--- src/ocar_pkg.sv ---
// Constants and types for the OSD colour and attribute renderer.
// Assumes one pixel clock domain; no register bus, all controls are ports.
package ocar_pkg;

  // Widths of display words, colours and cells.
  localparam int WORD_W     = 12;
  localparam int COL_W      = 4;
  localparam int PAL_N      = 16;
  localparam int RGB_W      = 12;
  localparam int CELL_PIX   = 12;
  localparam int FIFO_DEPTH = 8;
  localparam logic [3:0] PIX_LAST = 4'hb;

  // Display word field positions.
  localparam int W_SERIAL   = 11;
  localparam int W_SMODE    = 10;
  localparam int W_EOR      = 9;
  localparam int W_BGDUR    = 8;
  localparam int W_BANK     = 7;
  localparam int W_BOX      = 6;
  localparam int W_OVER     = 5;
  localparam int W_UNDER    = 4;
  localparam int W_BG_LSB   = 0;
  localparam int W_FG_LSB   = 8;
  localparam int W_CODE_MSB = 7;

  // Palette field positions.
  localparam int PAL_R_LSB = 8;
  localparam int PAL_G_LSB = 4;
  localparam int PAL_B_LSB = 0;

  // Row defaults.
  localparam logic [3:0] BG_RESET  = 4'h8;
  localparam logic [2:0] FG_RESET  = 3'h0;
  localparam logic       BANK_RESET = 1'b0;

  // Font columns for graphic characters and their ordinary aliases.
  localparam logic [3:0] COL_GFX_LO = 4'h8;
  localparam logic [3:0] COL_GFX_HI = 4'h9;
  localparam logic [3:0] COL_ALT_LO = 4'hb;
  localparam logic [3:0] COL_ALT_HI = 4'hc;

  // Fixed in-bank colours of graphic planes 10 and 11.
  localparam logic [2:0] GFX_C2 = 3'h6;
  localparam logic [2:0] GFX_C3 = 3'h7;

  // Screen display modes {hi, lo}.
  typedef enum logic [1:0] {
    SCR_VIDEO = 2'b00,
    SCR_TEXT  = 2'b01,
    SCR_MIXS  = 2'b10,
    SCR_MIXV  = 2'b11
  } ocar_scr_t;

  // Row progress, Gray coded along idle, text, fill, done.
  typedef enum logic [1:0] {
    ROW_IDLE = 2'b00,
    ROW_TEXT = 2'b01,
    ROW_FILL = 2'b11,
    ROW_DONE = 2'b10
  } ocar_row_t;

endpackage

--- src/ocar_fifo.sv ---
// Small synchronous FIFO with valid and ready on both sides.
// Assumes a single clock, an active-low asynchronous reset and a clock enable.
`timescale 1ns/1ps
module ocar_fifo #(
  parameter int W = 12,
  parameter int D = 8
) (
  // Clock and reset.
  input  wire logic         ref_clk_i,
  input  wire logic         rstn_i,
  input  wire logic         clk_en_i,
  // Filling side.
  input  wire logic         in_valid_i,
  output logic              in_ready_o,
  input  wire logic [W-1:0] in_data_i,
  // Draining side.
  output logic              out_valid_o,
  input  wire logic         out_ready_i,
  output logic [W-1:0]      out_data_o
);
  localparam int AW = $clog2(D);

  logic [W-1:0]  mem [D];
  logic [AW-1:0] wr_ptr_r;
  logic [AW-1:0] rd_ptr_r;
  logic [AW:0]   count_r;
  logic          push;
  logic          pop;

  // Full and empty come straight from the occupancy count.
  assign in_ready_o  = (count_r != (AW+1)'(D));
  assign out_valid_o = (count_r != '0);
  assign push        = clk_en_i && in_valid_i && in_ready_o;
  assign pop         = clk_en_i && out_ready_i && out_valid_o;
  assign out_data_o  = mem[rd_ptr_r];

  // Storage array, written on each accepted word.
  always_ff @(posedge ref_clk_i)
  begin
    if (push)
    begin
      mem[wr_ptr_r] <= in_data_i;
    end
  end

  // Pointers and count.
  always_ff @(posedge ref_clk_i or negedge rstn_i)
  begin
    if (!rstn_i)
    begin
      wr_ptr_r <= '0;
      rd_ptr_r <= '0;
      count_r  <= '0;
    end
    else
    begin
      if (push)
      begin
        wr_ptr_r <= (wr_ptr_r == AW'(D-1)) ? '0 : wr_ptr_r + 1'b1;
      end
      if (pop)
      begin
        rd_ptr_r <= (rd_ptr_r == AW'(D-1)) ? '0 : rd_ptr_r + 1'b1;
      end
      if (push && !pop)
      begin
        count_r <= count_r + 1'b1;
      end
      else if (pop && !push)
      begin
        count_r <= count_r - 1'b1;
      end
    end
  end

endmodule

--- src/ocar_render.sv ---
// Pixel colour and attribute renderer of the on-screen display.
// Assumes timing strobes come from logic on ref_clk_i and the font ROM answers combinationally.
// Function
// Sixteen palette entries of twelve bits, red high, green middle, blue low.
// During fly-back RGB is all zeros, or all ones with inverted polarity.
// Fast blank high for RGB, low for video; swapped when polarity select set.
// Four-bit level scales each colour channel in sixteen steps.
// Foreground colour comes from entries 0-7 or 8-15 by bank.
// Bit 7 of a Mode 1 serial word switches the foreground bank.
// Background colour may be any of the sixteen entries.
// Mode 0 background applies at once; Mode 1 from next character.
// Full text always shows background; mixed modes only inside boxes.
// Mode 0 box and lines set at; later Mode 1 set after.
// Mesh alternates background with video or screen colour, checkerboard per line.
// Mesh applies to all background in full text, only boxes in mixed.
// Background duration fills background to text end after end of row.
// Underline forces bottom cell line to foreground, spaces too, duration extends it.
// Overline forces top cell line to foreground, spaces too, duration extends it.
// Graphic characters sit in columns 8, 9; even code, planes even/odd.
// Planes map 00 bg, 01 fg, 10 colour 6/14, 11 colour 7/15.
// Graphic characters are never fringed.
// Unused graphic positions are reachable as ordinary characters via columns B, C.
// In mixed mode, unboxed graphic background pixels show transparent video; the code shows screen colour instead in mixed screen mode.
// Mode 1 end-of-row bit ends the row; text area bounds cap it.
// Display words are read in sequence; total count bounded by memory.
// Bit 11 marks serial, bit 10 selects mode, bits 0-3 background.
// Parallel words carry code in bits 0-7, foreground in 8-10.
// Screen mode bits: 00 video, 01 text, 10 mixed screen, 11 mixed video.
`timescale 1ns/1ps
module ocar_render (
  // Clock, reset and enable.
  input  wire logic                           ref_clk_i,
  input  wire logic                           rstn_i,
  input  wire logic                           clk_en_i,
  // Display word stream.
  input  wire logic                           word_valid_i,
  output logic                                word_ready_o,
  input  wire logic [ocar_pkg::WORD_W-1:0]    word_data_i,
  // Line and cell timing.
  input  wire logic                           flyback_i,
  input  wire logic                           row_start_i,
  input  wire logic                           text_active_i,
  input  wire logic                           cell_top_line_i,
  input  wire logic                           cell_bottom_line_i,
  input  wire logic                           line_odd_i,
  // Screen controls.
  input  wire logic                           screen_mode_sel_lo_i,
  input  wire logic                           screen_mode_sel_hi_i,
  input  wire logic [ocar_pkg::COL_W-1:0]     screen_colour_i,
  input  wire logic                           checker_bg_enable_i,
  input  wire logic                           blank_polarity_sel_i,
  input  wire logic [3:0]                     rgb_level_sel_i,
  // Palette write port.
  input  wire logic                           palette_wr_i,
  input  wire logic [ocar_pkg::COL_W-1:0]     palette_idx_i,
  input  wire logic [ocar_pkg::RGB_W-1:0]     palette_data_i,
  // Font ROM lookup.
  output logic [ocar_pkg::W_CODE_MSB:0]       font_code_lo_o,
  output logic [ocar_pkg::W_CODE_MSB:0]       font_code_hi_o,
  input  wire logic [ocar_pkg::CELL_PIX-1:0]  font_row_lo_i,
  input  wire logic [ocar_pkg::CELL_PIX-1:0]  font_row_hi_i,
  // Video outputs.
  output logic [3:0]                          red_o,
  output logic [3:0]                          green_o,
  output logic [3:0]                          blue_o,
  output logic                                fast_blank_out_o,
  output logic                                blank_invert_flag_o
);
  import ocar_pkg::*;

  // Scales one channel by the level; level 15 passes the value unchanged.
  function automatic logic [3:0] scale_ch(input logic [3:0] c, input logic [3:0] lvl);
    logic [7:0] p;
    p = {4'h0, c} * ({4'h0, lvl} + 8'h01);
    return p[7:4];
  endfunction

  // Picks the pixel of a font row, leftmost pixel first.
  function automatic logic row_bit(input logic [CELL_PIX-1:0] row, input logic [3:0] idx);
    logic [CELL_PIX-1:0] sh;
    sh = row << idx;
    return sh[CELL_PIX-1];
  endfunction

  // FIFO drain side.
  logic               fifo_valid;
  logic [WORD_W-1:0]  fifo_data;
  logic               fifo_pop;

  // Palette storage.
  logic [RGB_W-1:0]   palette_table [PAL_N];

  // Row state and cell tracking.
  ocar_row_t          row_state_r;
  ocar_row_t          row_state_nxt;
  logic [3:0]         pix_r;
  logic               cell_live_r;
  logic               first_pos_r;
  logic               eor_hit_r;
  logic               load_pt;

  // Live attributes and their next values.
  logic               fg_bank_r;
  logic               fg_bank_nxt;
  logic [COL_W-1:0]   bg_idx_r;
  logic [COL_W-1:0]   bg_idx_nxt;
  logic               under_r;
  logic               under_nxt;
  logic               over_r;
  logic               over_nxt;
  logic               box_r;
  logic               box_nxt;
  logic               bgdur_r;
  logic               bgdur_nxt;
  logic               eor_nxt;

  // Set-after attributes waiting for the next character.
  logic               pend_r;
  logic               pend_bank_r;
  logic [COL_W-1:0]   pend_bg_r;
  logic               pend_under_r;
  logic               pend_over_r;
  logic               pend_box_r;
  logic               pend_nxt;

  // Current cell contents.
  logic               cell_serial_r;
  logic               cell_gfx_r;
  logic [2:0]         cell_fg_r;

  // Pixel composition.
  ocar_scr_t          scr_mode;
  logic [COL_W-1:0]   fg_full;
  logic [COL_W-1:0]   pix_idx;
  logic               pix_video;
  logic               is_fg;
  logic               is_bg;
  logic [COL_W-1:0]   fg_sel;
  logic               in_cell;
  logic               in_fill;
  logic               mesh_hole;
  logic               bg_show;
  logic [RGB_W-1:0]   pal_rgb;

  // Incoming words are buffered ahead of the pixel path.
  ocar_fifo #(
    .W (WORD_W),
    .D (FIFO_DEPTH)
  ) u_fifo (
    .ref_clk_i   (ref_clk_i),
    .rstn_i      (rstn_i),
    .clk_en_i    (clk_en_i),
    .in_valid_i  (word_valid_i),
    .in_ready_o  (word_ready_o),
    .in_data_i   (word_data_i),
    .out_valid_o (fifo_valid),
    .out_ready_i (fifo_pop),
    .out_data_o  (fifo_data)
  );

  // A new cell starts when text begins or the previous cell ends.
  assign load_pt  = text_active_i && (row_state_r == ROW_TEXT) &&
                    (!cell_live_r || (pix_r == PIX_LAST));
  assign fifo_pop = load_pt && !eor_hit_r;
  assign scr_mode = ocar_scr_t'({screen_mode_sel_hi_i, screen_mode_sel_lo_i});

  // Palette writes.
  always_ff @(posedge ref_clk_i)
  begin
    if (clk_en_i && palette_wr_i)
    begin
      palette_table[palette_idx_i] <= palette_data_i;
    end
  end

  // Row progress: text, then fill or done after end of row or text area end.
  always_comb
  begin
    row_state_nxt = row_state_r;
    case (row_state_r)
      ROW_IDLE: row_state_nxt = ROW_IDLE;
      ROW_TEXT:
      begin
        if (load_pt && eor_hit_r)
        begin
          row_state_nxt = bgdur_r ? ROW_FILL : ROW_DONE;
        end
        else if (cell_live_r && !text_active_i)
        begin
          row_state_nxt = ROW_DONE;
        end
      end
      ROW_FILL:
      begin
        if (!text_active_i)
        begin
          row_state_nxt = ROW_DONE;
        end
      end
      ROW_DONE: row_state_nxt = ROW_DONE;
      default:  row_state_nxt = ROW_IDLE;
    endcase
    if (row_start_i)
    begin
      row_state_nxt = ROW_TEXT;
    end
  end

  always_ff @(posedge ref_clk_i or negedge rstn_i)
  begin
    if (!rstn_i)
    begin
      row_state_r <= ROW_IDLE;
    end
    else if (clk_en_i)
    begin
      row_state_r <= row_state_nxt;
    end
  end

  // Pixel counter inside a cell; it keeps running during the fill for the mesh.
  always_ff @(posedge ref_clk_i or negedge rstn_i)
  begin
    if (!rstn_i)
    begin
      pix_r       <= 4'h0;
      cell_live_r <= 1'b0;
      first_pos_r <= 1'b1;
    end
    else if (clk_en_i)
    begin
      if (row_start_i)
      begin
        pix_r       <= 4'h0;
        cell_live_r <= 1'b0;
        first_pos_r <= 1'b1;
      end
      else if (load_pt)
      begin
        pix_r       <= 4'h0;
        cell_live_r <= !eor_hit_r;
        first_pos_r <= 1'b0;
      end
      else if (cell_live_r || row_state_r == ROW_FILL)
      begin
        pix_r <= (pix_r == PIX_LAST) ? 4'h0 : pix_r + 4'h1;
      end
    end
  end

  // Decodes a new word into the next attribute values.
  always_comb
  begin
    fg_bank_nxt = pend_r ? pend_bank_r : fg_bank_r;
    bg_idx_nxt  = pend_r ? pend_bg_r : bg_idx_r;
    under_nxt   = pend_r ? pend_under_r : under_r;
    over_nxt    = pend_r ? pend_over_r : over_r;
    box_nxt     = pend_r ? pend_box_r : box_r;
    bgdur_nxt   = bgdur_r;
    eor_nxt     = 1'b0;
    pend_nxt    = 1'b0;
    if (fifo_valid && fifo_data[W_SERIAL])
    begin
      if (!fifo_data[W_SMODE])
      begin
        bg_idx_nxt = fifo_data[W_BG_LSB +: COL_W];
        under_nxt  = fifo_data[W_UNDER];
        over_nxt   = fifo_data[W_OVER];
        box_nxt    = fifo_data[W_BOX];
      end
      else
      begin
        bgdur_nxt = fifo_data[W_BGDUR];
        eor_nxt   = fifo_data[W_EOR];
        if (first_pos_r)
        begin
          bg_idx_nxt  = fifo_data[W_BG_LSB +: COL_W];
          box_nxt     = fifo_data[W_BOX];
          fg_bank_nxt = fifo_data[W_BANK];
        end
        else
        begin
          pend_nxt = 1'b1;
        end
      end
    end
  end

  // Attribute registers, restored to row defaults at each row start.
  always_ff @(posedge ref_clk_i or negedge rstn_i)
  begin
    if (!rstn_i)
    begin
      fg_bank_r <= BANK_RESET;
      bg_idx_r  <= BG_RESET;
      under_r   <= 1'b0;
      over_r    <= 1'b0;
      box_r     <= 1'b0;
      bgdur_r   <= 1'b0;
      eor_hit_r <= 1'b0;
    end
    else if (clk_en_i)
    begin
      if (row_start_i)
      begin
        fg_bank_r <= BANK_RESET;
        bg_idx_r  <= BG_RESET;
        under_r   <= 1'b0;
        over_r    <= 1'b0;
        box_r     <= 1'b0;
        bgdur_r   <= 1'b0;
        eor_hit_r <= 1'b0;
      end
      else if (fifo_pop)
      begin
        fg_bank_r <= fg_bank_nxt;
        bg_idx_r  <= bg_idx_nxt;
        under_r   <= under_nxt;
        over_r    <= over_nxt;
        box_r     <= box_nxt;
        bgdur_r   <= bgdur_nxt;
        eor_hit_r <= eor_nxt;
      end
    end
  end

  // Set-after values held until the following character loads.
  always_ff @(posedge ref_clk_i or negedge rstn_i)
  begin
    if (!rstn_i)
    begin
      pend_r       <= 1'b0;
      pend_bank_r  <= BANK_RESET;
      pend_bg_r    <= BG_RESET;
      pend_under_r <= 1'b0;
      pend_over_r  <= 1'b0;
      pend_box_r   <= 1'b0;
    end
    else if (clk_en_i)
    begin
      if (row_start_i)
      begin
        pend_r <= 1'b0;
      end
      else if (fifo_pop)
      begin
        pend_r       <= pend_nxt;
        pend_bank_r  <= fifo_data[W_BANK];
        pend_bg_r    <= fifo_data[W_BG_LSB +: COL_W];
        pend_under_r <= fifo_data[W_UNDER];
        pend_over_r  <= fifo_data[W_OVER];
        pend_box_r   <= fifo_data[W_BOX];
      end
    end
  end

  // Cell contents and font addresses; an empty FIFO yields a blank space.
  always_ff @(posedge ref_clk_i or negedge rstn_i)
  begin
    if (!rstn_i)
    begin
      cell_serial_r  <= 1'b1;
      cell_gfx_r     <= 1'b0;
      cell_fg_r      <= FG_RESET;
      font_code_lo_o <= '0;
      font_code_hi_o <= '0;
    end
    else if (clk_en_i && load_pt)
    begin
      cell_serial_r <= !(fifo_valid && !eor_hit_r) || fifo_data[W_SERIAL];
      cell_fg_r     <= fifo_data[W_FG_LSB +: 3];
      cell_gfx_r    <= 1'b0;
      font_code_lo_o <= fifo_data[W_CODE_MSB:0];
      font_code_hi_o <= fifo_data[W_CODE_MSB:0];
      if (fifo_data[7:4] == COL_GFX_LO || fifo_data[7:4] == COL_GFX_HI)
      begin
        cell_gfx_r     <= !fifo_data[0];
        font_code_hi_o <= {fifo_data[7:1], 1'b1};
      end
      else if (fifo_data[7:4] == COL_ALT_LO)
      begin
        font_code_lo_o <= {COL_GFX_LO, fifo_data[3:0]};
        font_code_hi_o <= {COL_GFX_LO, fifo_data[3:0]};
      end
      else if (fifo_data[7:4] == COL_ALT_HI)
      begin
        font_code_lo_o <= {COL_GFX_HI, fifo_data[3:0]};
        font_code_hi_o <= {COL_GFX_HI, fifo_data[3:0]};
      end
    end
  end

  // Classifies the pixel as foreground, background or uncovered.
  always_comb
  begin
    fg_full = {fg_bank_r, cell_fg_r};
    in_cell = (row_state_r == ROW_TEXT) && cell_live_r;
    in_fill = (row_state_r == ROW_FILL) && text_active_i;
    is_fg   = 1'b0;
    is_bg   = 1'b0;
    fg_sel  = fg_full;
    if (in_cell || in_fill)
    begin
      is_bg = 1'b1;
      if ((under_r && cell_bottom_line_i) || (over_r && cell_top_line_i))
      begin
        is_fg = 1'b1;
      end
      else if (in_cell && !cell_serial_r && cell_gfx_r)
      begin
        // Graphic cells use plane colours directly and bypass any edge effect.
        case ({row_bit(font_row_hi_i, pix_r), row_bit(font_row_lo_i, pix_r)})
          2'b01:   is_fg = 1'b1;
          2'b10:
          begin
            is_fg  = 1'b1;
            fg_sel = {fg_bank_r, GFX_C2};
          end
          2'b11:
          begin
            is_fg  = 1'b1;
            fg_sel = {fg_bank_r, GFX_C3};
          end
          default: is_fg = 1'b0;
        endcase
      end
      else if (in_cell && !cell_serial_r)
      begin
        is_fg = row_bit(font_row_lo_i, pix_r);
      end
    end
    mesh_hole = checker_bg_enable_i && (pix_r[0] ^ line_odd_i);
    bg_show   = is_bg && !mesh_hole &&
                ((scr_mode == SCR_TEXT) || box_r);
  end

  // Chooses the palette entry or video for the pixel.
  always_comb
  begin
    pix_video = 1'b0;
    pix_idx   = screen_colour_i;
    if (is_fg)
    begin
      pix_idx = fg_sel;
    end
    else if (bg_show)
    begin
      pix_idx = bg_idx_r;
    end
    else if (scr_mode == SCR_MIXV || scr_mode == SCR_VIDEO)
    begin
      pix_video = 1'b1;
    end
    pal_rgb = palette_table[pix_idx];
  end

  // Output stage: blanking, polarity and brightness.
  always_ff @(posedge ref_clk_i or negedge rstn_i)
  begin
    if (!rstn_i)
    begin
      red_o               <= 4'h0;
      green_o             <= 4'h0;
      blue_o              <= 4'h0;
      fast_blank_out_o    <= 1'b0;
      blank_invert_flag_o <= 1'b0;
    end
    else if (clk_en_i)
    begin
      blank_invert_flag_o <= blank_polarity_sel_i;
      if (flyback_i)
      begin
        red_o            <= {4{blank_polarity_sel_i}};
        green_o          <= {4{blank_polarity_sel_i}};
        blue_o           <= {4{blank_polarity_sel_i}};
        fast_blank_out_o <= blank_polarity_sel_i;
      end
      else if (scr_mode == SCR_VIDEO || pix_video)
      begin
        red_o            <= 4'h0;
        green_o          <= 4'h0;
        blue_o           <= 4'h0;
        fast_blank_out_o <= blank_polarity_sel_i;
      end
      else
      begin
        red_o            <= scale_ch(pal_rgb[PAL_R_LSB +: 4], rgb_level_sel_i);
        green_o          <= scale_ch(pal_rgb[PAL_G_LSB +: 4], rgb_level_sel_i);
        blue_o           <= scale_ch(pal_rgb[PAL_B_LSB +: 4], rgb_level_sel_i);
        fast_blank_out_o <= !blank_polarity_sel_i;
      end
    end
  end

endmodule

--- config.mk ---
export PLATFORM = sky130hd
export DESIGN_NAME = ocar_render
export DESIGN_NICKNAME = d
export VERILOG_FILES = /design/src/ocar_pkg.sv /design/src/ocar_fifo.sv /design/src/ocar_render.sv
export SDC_FILE = /design/constraint.sdc
export NUM_CORES = 1
export LEC_CHECK = 0
export ABC_CLOCK_PERIOD_IN_PS = 7100
export BUFFER_PORTS_ARGS = -buffer_cell sky130_fd_sc_hd__buf_2
export CAP_MARGIN = 20
export CELL_PAD_IN_SITES_DETAIL_PLACEMENT = 0
export CELL_PAD_IN_SITES_GLOBAL_PLACEMENT = 1
export CORE_MARGIN = 2
export CORE_UTILIZATION = 53
export CTS_BUF_LIST = sky130_fd_sc_hd__clkbuf_4
export DETAILED_ROUTE_END_ITERATION = 6
export HOLD_SLACK_MARGIN = 0.06
export PLACE_DENSITY_LB_ADDON = 0.1
export SLEW_MARGIN = 20
export SYNTH_ARGS = -nofsm -noshare
export SYNTH_HDL_FRONTEND = slang
export SYNTH_SLANG_ARGS = --single-unit
--- constraint.sdc ---
create_clock -name ref_clk_i -period 7.1 [get_ports ref_clk_i]
set_input_delay 1.42 -clock ref_clk_i [delete_from_list [all_inputs] [get_ports ref_clk_i]]
set_output_delay 1.42 -clock ref_clk_i [all_outputs]
set_load 0.005 [all_outputs]
==> summary.md, run 1 <==
| Metric | Value |
|---|---|
| Crit Path Class | `reg2reg` |
| Die area | `~0.033 mm^2` |
| Mapped Area | `between 0.015 and 0.02 mm^2` |
| Crit-path max cell delay | `about 0.73 ns` |
| Fin cells | `1,818` |
| Unrepaired setup endpoints after global routing | `no` |
| Vert. Die Dim | `approximately 180 um` |
| First-pass DRT Iterations | `7` |
| Std-Cell Rows | `64` |
| Share of cells above drive strength 1 | `0.290` |
| Achievable clock frequency | `approximately 0.16 GHz` |
| Maximum clock insertion buffer count | `3` |
| Largest net degree at the start of global routing | `66` |
| Hold Buf Count CTS | `0` |
| Crit path required time | `between 7 and 8 ns` |
| Antenna violations before repair | `2` |
| Sink Count | `353` |
| Ports | `about 110` |
| WL/cell | `21.0 um` |
| Final setup fails | `0` |
| Clock-pin slew on the worst setup and hold paths | `0.06 ns` |
| Layout Cell Area excl Fill | `between 0.015 and 0.02 mm^2` |
| Post-placement cell area | `roughly 0.018 mm^2` |
| Share of the yosys chip area belonging to registers | `0.624` |
| Clock root cell | `clkbuf_4` |
| Placed insts | `about 1,700` |
| MaxCap Viol Count | `0` |
| Inserted Clock Buffers | `approximately 90` |
| HP Class | `reg2reg` |
| Relative slew margins | `0.282` |
| # DRC | `0` |
| Post-Synthesis Cells | `1,175` |
| Post-layout min period | `approximately 6.3 ns` |
| Synth Register Bits | `approximately 350` |
| M1 WL | `approximately 17,000 um` |
| Tcrit/Tclk final | `0.885` |
| # resized after CTS | `0` |
| Core Box Area | `around 0.031 mm^2` |
| Initial drt markers | `about 750` |
| Post-synth EDFFs | `~290` |
| Nets@finish | `1,492` |
| All-Layer GR Usage | `0.240` |
| Critical path arrival | `~7 ns` |
| Worst setup SP type | `flop` |
| Status | `complete, no violations` |
| Final hold viol count | `0` |
| Layout Skew | `around 0.046 ns` |
| Leakage dissipation | `approximately 7.3 nW` |
| Routed wire length | `approximately 38,000 um` |
| Starting density of the core | `0.539` |
| Pwr Density | `roughly 360 mW/mm^2` |
| Vias in the first global route | `about 11,000` |
| First-pass GRT wire length | `about 60,000 um` |
| Synthesized Nets | `1,304` |
| GP Congestion | `about 0.83` |
| Worst Path Max Fanout | `23` |
| Clock Latency Late Sink | `about 0.74 ns` |
| GR Overflow Total | `0` |
| Synth Warn # | `0` |
| DP Wirelength | `about 25,000 um` |
| I/O Buffers | `~110` |
| CP cell instances | `mux4_2 > a2bb2oi_1 > a211o_2 > a22oi_4 > o31a_4 > buf_12 > mux4_2 > a22oi_1 > nand2_1 > nand2_1 > fa_1 > fa_1 > inv_1 > ha_1 > nand3_1 > nand2b_1 > o211ai_1 > a21oi_1 > o21bai_1 > xnor2_1 > a21oi_1` |
| Post-synth cell types | `84` |
| Dominant synthesized flop cell | `edfxtp_1` |
| CP Capture Type | `flop` |
| Synth Area per Inst | `approximately 14 um^2` |
| Area grow syn2layout | `14.3%` |
| Post-synth ARST share | `0.184` |
| Via count | `approximately 10,000` |
| Worst IR Drop VDD | `roughly 0.17 mV` |
| Worst-margin pin slew | `between 1 and 1.5 ns` |
| Antenna viol nets, final | `0` |
| Final Max Tran Viols | `0` |
| H-tree Lvls | `3` |
| TritonCTS clock tree | `done` |
| Max layer used | `met4` |
| # Post-CTS Setup Buffers | `0` |
| Die width | `180 um` |
| Met3 Routed Length | `approximately 2800 um` |
| Vias per cell | `roughly 5.8` |
| Setup TNS | `0 ns` |
| DR WL met2 | `between 15,000 and 20,000 um` |
| Critical Path Slowest Stage Cell | `dfrtp_1` |
==> worst max-delay path: cells and delay by family, from the launching register on <==
family	cells	cell delay, ns
simple gates	4	0.54
mux	2	1.10
fa+ha+maj	3	1.25
flops	1	0.73
compound gates	9	2.16
buf+inv	2	0.24
xor+xnor	1	0.13
==> cell type report <==
type / instances / area [um^2]
Multi-Input combinational cell: 718 / 5810
Sequential cell: 353 / 10300
Tap cell: 396 / 495
Timing Repair Buffer: 150 / 926
Antenna cell: 1 / 2.50
Inverter: 48 / 180
Clock inverter: 16 / 109
Fill cell: 2441 / 11800
Clock buffer: 136 / 1020
==> synthesized netlist by cell type, drive strengths merged, types with 23 or more instances <==
| cell type | instances | share of area |
|---|---|---|
| mux4 | 47 | 0.064 |
| dfrtp | 61 | 0.093 |
| edfxtp | 288 | 0.52 |
| buf | 23 | 0.0093 |
| clkbuf | 33 | 0.0075 |
| a21oi | 36 | 0.012 |
| nand3 | 28 | 0.0085 |
| mux2i | 35 | 0.021 |
| nor2 | 84 | 0.019 |
| nand2 | 126 | 0.029 |
| ha | 38 | 0.029 |
| inv | 48 | 0.011 |
| o21ai | 41 | 0.012 |
==> path summary, 6_finish.rpt <==
check,from,end,slack [ns],depth (start not counted)
worst max-delay path,pix_r[0],blue_o[1],0.82,21
min in group asynchronous,rstn_i,blue_o[3],0.89,2
worst min-delay path,cell_fg_r[0],cell_fg_r[0],0.49,2
max in group asynchronous,rstn_i,cell_fg_r[1],5.64,2
worst max register to register,pix_r[0],blue_o[1],0.82,21
worst min register to register,cell_fg_r[0],cell_fg_r[0],0.49,2
==> state kept, by name (all words and copies together), names as in the netlist, 2 cells and up <==
name             count
blue_o               4
pend_bg_r            4
cell_fg_r            3
row_state_r          2
palette_table      192
u_fifo.mem          96
font_code_lo_o       8
u_fifo.count_r       4
u_fifo.rd_ptr_r      3
u_fifo.wr_ptr_r      3
green_o              4
bg_idx_r             4
pix_r                4
red_o                4
==> report_power, final <==
part	internal [W]	total (W)	leakage, nW	switching, W
Combinational	0.00109	0.00251	3.17	0.00141
Sequential	0.00245	0.00263	3.40	0.000175
Clock	0.000906	0.00169	0.682	0.000783
Total	0.00445	0.00682	7.25	0.00237
==> layout by cell type, fill, tap and decap left out, drive strengths merged, types with 17 or more instances in the layout <==
cell and n:
edfxtp 288, buf 150, clkbuf 136, nand2 126
nor2 84, dfrtp 61, inv 51, mux4 47
o21ai 41, ha 38, a21oi 36, mux2i 35
nand3 28, o211ai 21, mux2 17
==> metal layers <==
metal  up-vias  GRT usage
met5         -          0
met4         0     0.0732
met2       376      0.364
met1      5157      0.353
li1       4894          -
met3        54     0.0499
==> stage by stage <==
step / setup slack (ns) / util / hold WS, ns / power, W
after floorplan: 0.219 / - / 0.444 / 0.00444
after global placement: 0.187 / 0.578 / 0.475 / 0.00515
after CTS: 0.792 / 0.615 / 0.492 / 0.00691
final: 0.817 / 0.615 / 0.486 / 0.00682
after global routing: 0.377 / 0.615 / 0.509 / 0.00732
after detailed placement: 0.0957 / 0.578 / 0.482 / 0.00519
==> logic make-up (layout without fill, tap and decap cells) <==
kind of cell,Yosys count,in the layout,share of synthesized area
adder cells (fa/ha/maj),54,54,0.0483
AND/OR/NAND/NOR,325,325,0.0910
XOR/XNOR,25,25,0.0133
flip-flops,353,353,0.624
AO/OA/AOI/OAI,215,215,0.0983
buffers and inverters,104,350,0.0278
other,0,1,0
multiplexers,99,99,0.0974
Note: power is estimated with default switching activity, not from simulation.
==> run 2, diff against run 1 <==
--- a/config.mk
+++ b/config.mk
@@ -14,7 +14,7 @@
 export CORE_UTILIZATION = 53
 export CTS_BUF_LIST = sky130_fd_sc_hd__clkbuf_4
 export DETAILED_ROUTE_END_ITERATION = 6
-export HOLD_SLACK_MARGIN = 0.06
+export GPL_ROUTABILITY_DRIVEN = 0
 export PLACE_DENSITY_LB_ADDON = 0.1
 export SLEW_MARGIN = 20
 export SYNTH_ARGS = -nofsm -noshare
==> constraint.sdc (replaced) <==
create_clock -name ref_clk_i -period 7.1 [get_ports ref_clk_i]
set_input_delay 0.71 -clock ref_clk_i [delete_from_list [all_inputs] [get_ports ref_clk_i]]
set_output_delay 0.71 -clock ref_clk_i [all_outputs]
set_load 0.005 [all_outputs]
==> summary.md, run 2 (synthesis gave the netlist of run 1 again) <==
| Metric | Value |
|---|---|
| GR Overflow Total | `0 (unchanged)` |
| Crit-path leading delay family | `compound AO/OA/AOI/OAI gates (unchanged)` |
| Hold Buf Count CTS | `0 (unchanged)` |
| Worst path buffer plus inverter count | `1 (was 2)` |
| Inserted Clock Buffers | `93 (was 92)` |
| # resized after CTS | `0 (unchanged)` |
| Ports | `106 (unchanged)` |
| Crit Path Class | `reg2reg (unchanged)` |
| Critical path arrival | `7.07 ns (was 6.88 ns)` |
| Final hold viol count | `0 (unchanged)` |
| HP Class | `in2async (was reg2reg)` |
| # Post-CTS Setup Buffers | `0 (unchanged)` |
| Most frequent cells in the layout | `288 x edfxtp_1, 136 x clkbuf_4, 125 x nand2_1 (unchanged)` |
| All-Layer GR Usage | `0.237 (was 0.240)` |
| Std-Cell Rows | `64 (unchanged)` |
| Post-layout min period | `6.51 ns (was 6.28 ns)` |
| Layout Skew | `0.0612 ns (was 0.0456 ns)` |
| Final Max Tran Viols | `0 (unchanged)` |
| Worst Path Max Fanout | `14 (was 23)` |
| Vert. Die Dim | `180 um (unchanged)` |
| Pwr Total | `0.00681 W (was 0.00682 W)` |
| Clock root cell | `clkbuf_4 (unchanged)` |
| Area grow syn2layout | `13.7% (was 14.3%)` |
| Achievable clock frequency | `0.154 GHz (was 0.159 GHz)` |
| Core Box Area | `0.0306 mm^2 (unchanged)` |
| Nets@finish | `1,483 (was 1,492)` |
| Critical Path Slowest Stage Cell | `a21o_1 (was dfrtp_1)` |
| Pwr Density | `363 mW/mm^2 (was 362 mW/mm^2)` |
| Worst setup SP type | `flop (unchanged)` |
| TritonCTS clock tree | `done (unchanged)` |
| Die area | `0.0325 mm^2 (unchanged)` |
| Commonest non-fill, non-tap cell in the layout | `edfxtp_1 (unchanged)` |
| CP Capture Type | `flop (unchanged)` |
| Clock-pin slew on the worst setup and hold paths | `0.06 ns (about the same)` |
| WL/cell | `21.0 um (about the same)` |
| Worst-margin pin slew | `1.02 ns (was 1.08 ns)` |
| Fin util | `0.612 (was 0.615)` |
| Share of cells above drive strength 1 | `0.282 (was 0.290)` |
| I/O Buffers | `105 (unchanged)` |
| First-pass DRT Iterations | `5 (was 7)` |
| Sink Count | `353 (unchanged)` |
| Largest net degree at the start of global routing | `66 (unchanged)` |
| Tcrit/Tclk final | `0.917 (was 0.885)` |
| Unrepaired setup endpoints after global routing | `no (unchanged)` |
| Antenna viol nets, final | `0 (unchanged)` |
| Layout filler cell count | `2,436 (was 2,441)` |
| Vias in the first global route | `10,331 (was 10,529)` |
| Leakage dissipation | `7.20 nW (was 7.25 nW)` |
| Worst hold slack | `0.189 ns (was 0.486 ns)` |
| MaxCap Viol Count | `0 (unchanged)` |
| Crit path required time | `7.66 ns (was 7.69 ns)` |
| First-pass GRT wire length | `59,400 um (was 59,600 um)` |
| Starting density of the core | `0.539 (unchanged)` |
| Crit-path max cell delay | `0.61 ns (was 0.73 ns)` |
| # DRC | `0 (unchanged)` |
| Biggest regs | `palette_table: 192 flops, u_fifo.mem: 96 flops, font_code_lo_o: 8 flops (unchanged)` |
| Final setup fails | `0 (unchanged)` |
| DP Wirelength | `25,000 um (was 25,500 um)` |
| Vias per cell | `5.77 (unchanged)` |
| Die width | `180 um (unchanged)` |
| Worst IR Drop VDD | `0.161 mV (was 0.174 mV)` |
| Maximum clock insertion buffer count | `3 (unchanged)` |
| Largest Register | `palette_table (unchanged)` |
| Initial drt markers | `865 (was 748)` |
| Relative slew margins | `0.320 (was 0.282)` |
| Largest register FFs | `192 (unchanged)` |
| Setup TNS | `0 ns (unchanged)` |
| Status | `complete, no violations (unchanged)` |
| H-tree Lvls | `3 (unchanged)` |
| Via count | `10,481 (unchanged)` |
| Clock Latency Late Sink | `0.74 ns (about the same)` |
| Routed wire length | `38,200 um (about the same)` |
| CP cell instances | `mux4_2 > and3_1 > a211o_2 > a221oi_1 > a21o_1 > mux2_2 > o211ai_1 > a31oi_1 > nand2b_1 > fa_1 > fa_1 > inv_1 > ha_1 > nand3_1 > nand2b_1 > o211ai_1 > a21oi_1 > o21bai_1 > xnor2_1 > a21oi_1 (was mux4_2 > a2bb2oi_1 > a211o_2 > a22oi_4 > o31a_4 > buf_12 > mux4_2 > a22oi_1 > nand2_1 > nand2_1 > fa_1 > fa_1 > inv_1 > ha_1 > nand3_1 > nand2b_1 > o211ai_1 > a21oi_1 > o21bai_1 > xnor2_1 > a21oi_1)` |
| Antenna violations before repair | `2 (unchanged)` |
## run 2: final cells by class
| cell class | count | area, um^2 | share of cell area |
|---|---|---|---|
| clock buffers | 136 | 1020 | 0.0545 |
| multi-input cells | 718 | 5820 | 0.311 |
| flip-flops and latches | 353 | 10300 | 0.549 |
| clock inverters | 26 | 150 | 0.00801 |
| repair buffers | 140 | 788 | 0.0421 |
| inverters | 48 | 180 | 0.00962 |
| diodes | 1 | 2.50 | 0.000134 |
| well taps | 396 | 495 | 0.0264 |
## run 2: per-layer routing
| metal | vias to the layer above | global-route usage | wire [um] |
|---|---|---|---|
| met5 | - | 0 | 13 |
| met4 | 2 | 0.0648 | 607 |
| met3 | 63 | 0.0568 | 3080 |
| met2 | 392 | 0.354 | 17100 |
| met1 | 5146 | 0.352 | 17400 |
| li1 | 4878 | - | - |
## run 2: worst register-to-register path, delay by kind of cell (launching register included)
family | cells | cell delay, ns
compound gates | 9 | 2.75
fa+ha+maj | 3 | 1.33
mux | 2 | 0.87
simple gates | 4 | 0.64
flops | 1 | 0.60
xor+xnor | 1 | 0.13
buf+inv | 1 | 0.04
## run 2: metrics by stage
step | cells | cell area [um^2] | setup WS (ns)
final | 1818 | 18700 | 0.590
after global routing | 1818 | 18700 | 0.0888
after CTS | 1817 | 18700 | 0.511
after detailed placement | 1655 | 17600 | 0.451
after global placement | 1655 | 17600 | 0.550
after floorplan | 1175 | 16500 | 0.929
## run 2: final timing paths
path,startpoint,endpoint,slack (ns),depth (start not counted)
worst min register to register,font_code_lo_o[0],font_code_lo_o[0],0.49,1
worst max-delay path,pix_r[0],blue_o[1],0.59,20
worst max register to register,pix_r[0],blue_o[1],0.59,20
max in group asynchronous,rstn_i,red_o[1],6.31,2
min in group ref_clk_i,word_data_i[8],u_fifo.mem[3][8],0.23,1
worst min-delay path,rstn_i,u_fifo.count_r[1],0.19,2
## run 2: report_power, final
group          switching (W)  total, W  internal [W]
registers           0.000176   0.00263       0.00245
clock network       0.000834   0.00172      0.000889
logic                0.00141   0.00246       0.00105
==> run 3, diff against run 2 <==
--- a/config.mk
+++ b/config.mk
@@ -10,6 +10,7 @@
 export CAP_MARGIN = 20
 export CELL_PAD_IN_SITES_DETAIL_PLACEMENT = 0
 export CELL_PAD_IN_SITES_GLOBAL_PLACEMENT = 1
+export CORE_ASPECT_RATIO = 1.25
 export CORE_MARGIN = 2
 export CORE_UTILIZATION = 53
 export CTS_BUF_LIST = sky130_fd_sc_hd__clkbuf_4
==> summary.md, run 3 (synthesis gave the netlist of run 1 again) <==
| Metric | Value |
|---|---|
| Inserted Clock Buffers | `86 (was 93)` |
| Routed wire length | `38,400 um (was 38,200 um)` |
| Antenna viol nets, final | `0 (unchanged)` |
| MaxCap Viol Count | `0 (unchanged)` |
| Achievable clock frequency | `0.156 GHz (was 0.154 GHz)` |
| Via count | `10,439 (was 10,481)` |
| Worst IR Drop VDD | `0.191 mV (was 0.161 mV)` |
| Sink Count | `353 (unchanged)` |
| DP Wirelength | `26,100 um (was 25,000 um)` |
| First-pass DRT Iterations | `5 (unchanged)` |
| Sw power | `0.00237 W (was 0.00242 W)` |
| Sequential cell area | `0.0103 mm^2 (about the same)` |
| GR Overflow Total | `0 (unchanged)` |
| Status | `complete, no violations (unchanged)` |
| Final setup fails | `0 (unchanged)` |
| Clock root cell | `clkbuf_4 (unchanged)` |
| Nets@finish | `1,483 (unchanged)` |
| Crit-path max cell delay | `0.57 ns (was 0.61 ns)` |
| Area of the multi-input gates | `0.00580 mm^2 (was 0.00582 mm^2)` |
| Relative slew margins | `0.336 (was 0.320)` |
| HP Class | `in2async (unchanged)` |
| Clock-pin slew on the worst setup and hold paths | `0.07 ns (was 0.06 ns)` |
| Initial drt markers | `666 (was 865)` |
| Switching share of power | `0.354 (was 0.355)` |
| Worst hold slack | `0.190 ns (was 0.189 ns)` |
| Crit Path Class | `reg2reg (unchanged)` |
| Clk pwr share | `0.239 (was 0.253)` |
| Worst-margin pin slew | `0.992 ns (was 1.02 ns)` |
| # Post-CTS Setup Buffers | `0 (unchanged)` |
| Largest Register | `palette_table (unchanged)` |
| H-tree Lvls | `3 (unchanged)` |
| Biggest regs | `palette_table: 192 flops, u_fifo.mem: 96 flops, font_code_lo_o: 8 flops (unchanged)` |
| Setup TNS | `0 ns (unchanged)` |
| Area grow syn2layout | `13.3% (was 13.7%)` |
| Critical Path Slowest Stage Cell | `dfrtp_2 (was a21o_1)` |
| I/O Buffers | `105 (unchanged)` |
| # DRC | `0 (unchanged)` |
| Final Max Tran Viols | `0 (unchanged)` |
| Flop2flop setup slack | `0.68 ns (was 0.59 ns)` |
| Fin util | `0.606 (was 0.612)` |
| Pwr Density | `359 mW/mm^2 (was 363 mW/mm^2)` |
| Std-Cell Rows | `72 (was 64)` |
| Worst Path Max Fanout | `30 (was 14)` |
| Die width | `162 um (was 180 um)` |
| Commonest non-fill, non-tap cell in the layout | `edfxtp_1 (unchanged)` |
| Vert. Die Dim | `201 um (was 180 um)` |
| Crit path required time | `7.68 ns (was 7.66 ns)` |
| Most frequent cells in the layout | `288 x edfxtp_1, 127 x clkbuf_4, 125 x nand2_1 (was 288 x edfxtp_1, 136 x clkbuf_4, 125 x nand2_1)` |
| Vias in the first global route | `10,764 (was 10,331)` |
| Critical path arrival | `7.00 ns (was 7.07 ns)` |
| Maximum clock insertion buffer count | `3 (unchanged)` |
| Ports | `106 (unchanged)` |
| CP cell instances | `mux4_2 > and3_1 > a211o_2 > a22oi_4 > o31a_4 > buf_4 > mux4_2 > o22ai_1 > a31oi_1 > nand2b_1 > fa_1 > fa_1 > inv_1 > ha_1 > nand3_1 > nand2b_1 > o211ai_1 > a311oi_2 > o21bai_1 > xnor2_1 > o21ai_1 (was mux4_2 > and3_1 > a211o_2 > a221oi_1 > a21o_1 > mux2_2 > o211ai_1 > a31oi_1 > nand2b_1 > fa_1 > fa_1 > inv_1 > ha_1 > nand3_1 > nand2b_1 > o211ai_1 > a21oi_1 > o21bai_1 > xnor2_1 > a21oi_1)` |
| Hold Buf Count CTS | `0 (unchanged)` |
| Internal | `0.00432 W (was 0.00439 W)` |
| Unrepaired setup endpoints after global routing | `no (unchanged)` |
| Largest register FFs | `192 (unchanged)` |
| Worst path buffer plus inverter count | `2 (was 1)` |
| Starting density of the core | `0.535 (was 0.539)` |
| Post-layout min period | `6.42 ns (was 6.51 ns)` |
| Layout filler cell count | `2,511 (was 2,436)` |
| CP Capture Type | `flop (unchanged)` |
| Final hold viol count | `0 (unchanged)` |
| Layout Skew | `0.0428 ns (was 0.0612 ns)` |
| Worst setup SP type | `flop (unchanged)` |
| Flop pwr share | `0.397 (was 0.386)` |
| Tcrit/Tclk final | `0.904 (was 0.917)` |
| Core Box Area | `0.0308 mm^2 (was 0.0306 mm^2)` |
| Combinational share of power | `0.364 (was 0.361)` |
| Antenna violations before repair | `2 (unchanged)` |
| Vias per cell | `5.73 (was 5.77)` |
| WL/cell | `21.1 um (was 21.0 um)` |
| Die area | `0.0325 mm^2 (about the same)` |
| TritonCTS clock tree | `done (unchanged)` |
| Leakage dissipation | `7.16 nW (was 7.20 nW)` |
| # resized after CTS | `0 (unchanged)` |
| Crit-path leading delay family | `compound AO/OA/AOI/OAI gates (unchanged)` |
| Clock Latency Late Sink | `0.73 ns (was 0.74 ns)` |
| Largest net degree at the start of global routing | `66 (unchanged)` |
| Share of cells above drive strength 1 | `0.280 (was 0.282)` |
| First-pass GRT wire length | `59,500 um (was 59,400 um)` |
| All-Layer GR Usage | `0.242 (was 0.237)` |
run 3: cell types whose count changed in the layout (fill, tap and decap cells not counted), sizes merged:
cell      delta
clkinv       -5
buf          +7
diode        +1
inv          -2
clkbuf       -9
clkinvlp     +1
run 3: area by class of cell:
class,instances,area share
Clock inverter,20,0.00489
Antenna cell,2,0.000268
Inverter,48,0.00965
Timing Repair Buffer,147,0.0451
Sequential cell,353,0.551
Clock buffer,127,0.0511
Multi-Input combinational cell,718,0.311
Tap cell,407,0.0273
run 3: routing by layer:
metal | GRT usage | vias to the layer above | routed length, um
met4 | 0.0932 | 0 | 1200
met3 | 0.0435 | 72 | 1860
met1 | 0.289 | 5207 | 14800
met2 | 0.434 | 293 | 20500
met5 | 0 | - | 0
li1 | - | 4867 | -
run 3: final timing paths:
kind / from / endpoint / cells after the start
setup reg to reg: pix_r[0] / blue_o[3] / 21
hold / removal: rstn_i / font_code_hi_o[0] / 2
setup / recovery: pix_r[0] / blue_o[3] / 21
hold reg to reg: first_pos_r / first_pos_r / 2
max in group asynchronous: rstn_i / pix_r[0] / 2
min in group ref_clk_i: word_data_i[5] / u_fifo.mem[5][5] / 1
run 3: power groups by stage:
stage               registers [W]  clock network [W]  logic, W
floorplan                 0.00260                  0   0.00184
global placement          0.00269                  0   0.00245
detailed placement        0.00270                  0   0.00248
CTS                       0.00266            0.00164   0.00249
global route              0.00269            0.00175   0.00273
finish                    0.00265            0.00160   0.00244
run 3: per-stage QoR:
step           area [um^2]  worst slack [ns]  cells  power (W)
2_1_floorplan        16500             0.929   1175    0.00444
3_3_place_gp         17600             0.519   1673    0.00514
3_5_place_dp         17600             0.443   1673    0.00517
4_1_cts              18700             0.410   1820    0.00679
5_1_grt              18700             0.198   1822    0.00717
6_report             18700             0.679   1822    0.00669
run 3: worst register-to-register path, cell delays in order (launching register included):
cell and delay (ns):
dfrtp_2 0.57, mux4_2 0.56, and3_1 0.22, a211o_2 0.35, a22oi_4 0.32, o31a_4 0.40, buf_4 0.43, mux4_2 0.55
o22ai_1 0.20, a31oi_1 0.13, nand2b_1 0.16, fa_1 0.43, fa_1 0.54, inv_1 0.05, ha_1 0.26, nand3_1 0.09
nand2b_1 0.17, o211ai_1 0.31, a311oi_2 0.18, o21bai_1 0.18, xnor2_1 0.14, o21ai_1 0.07
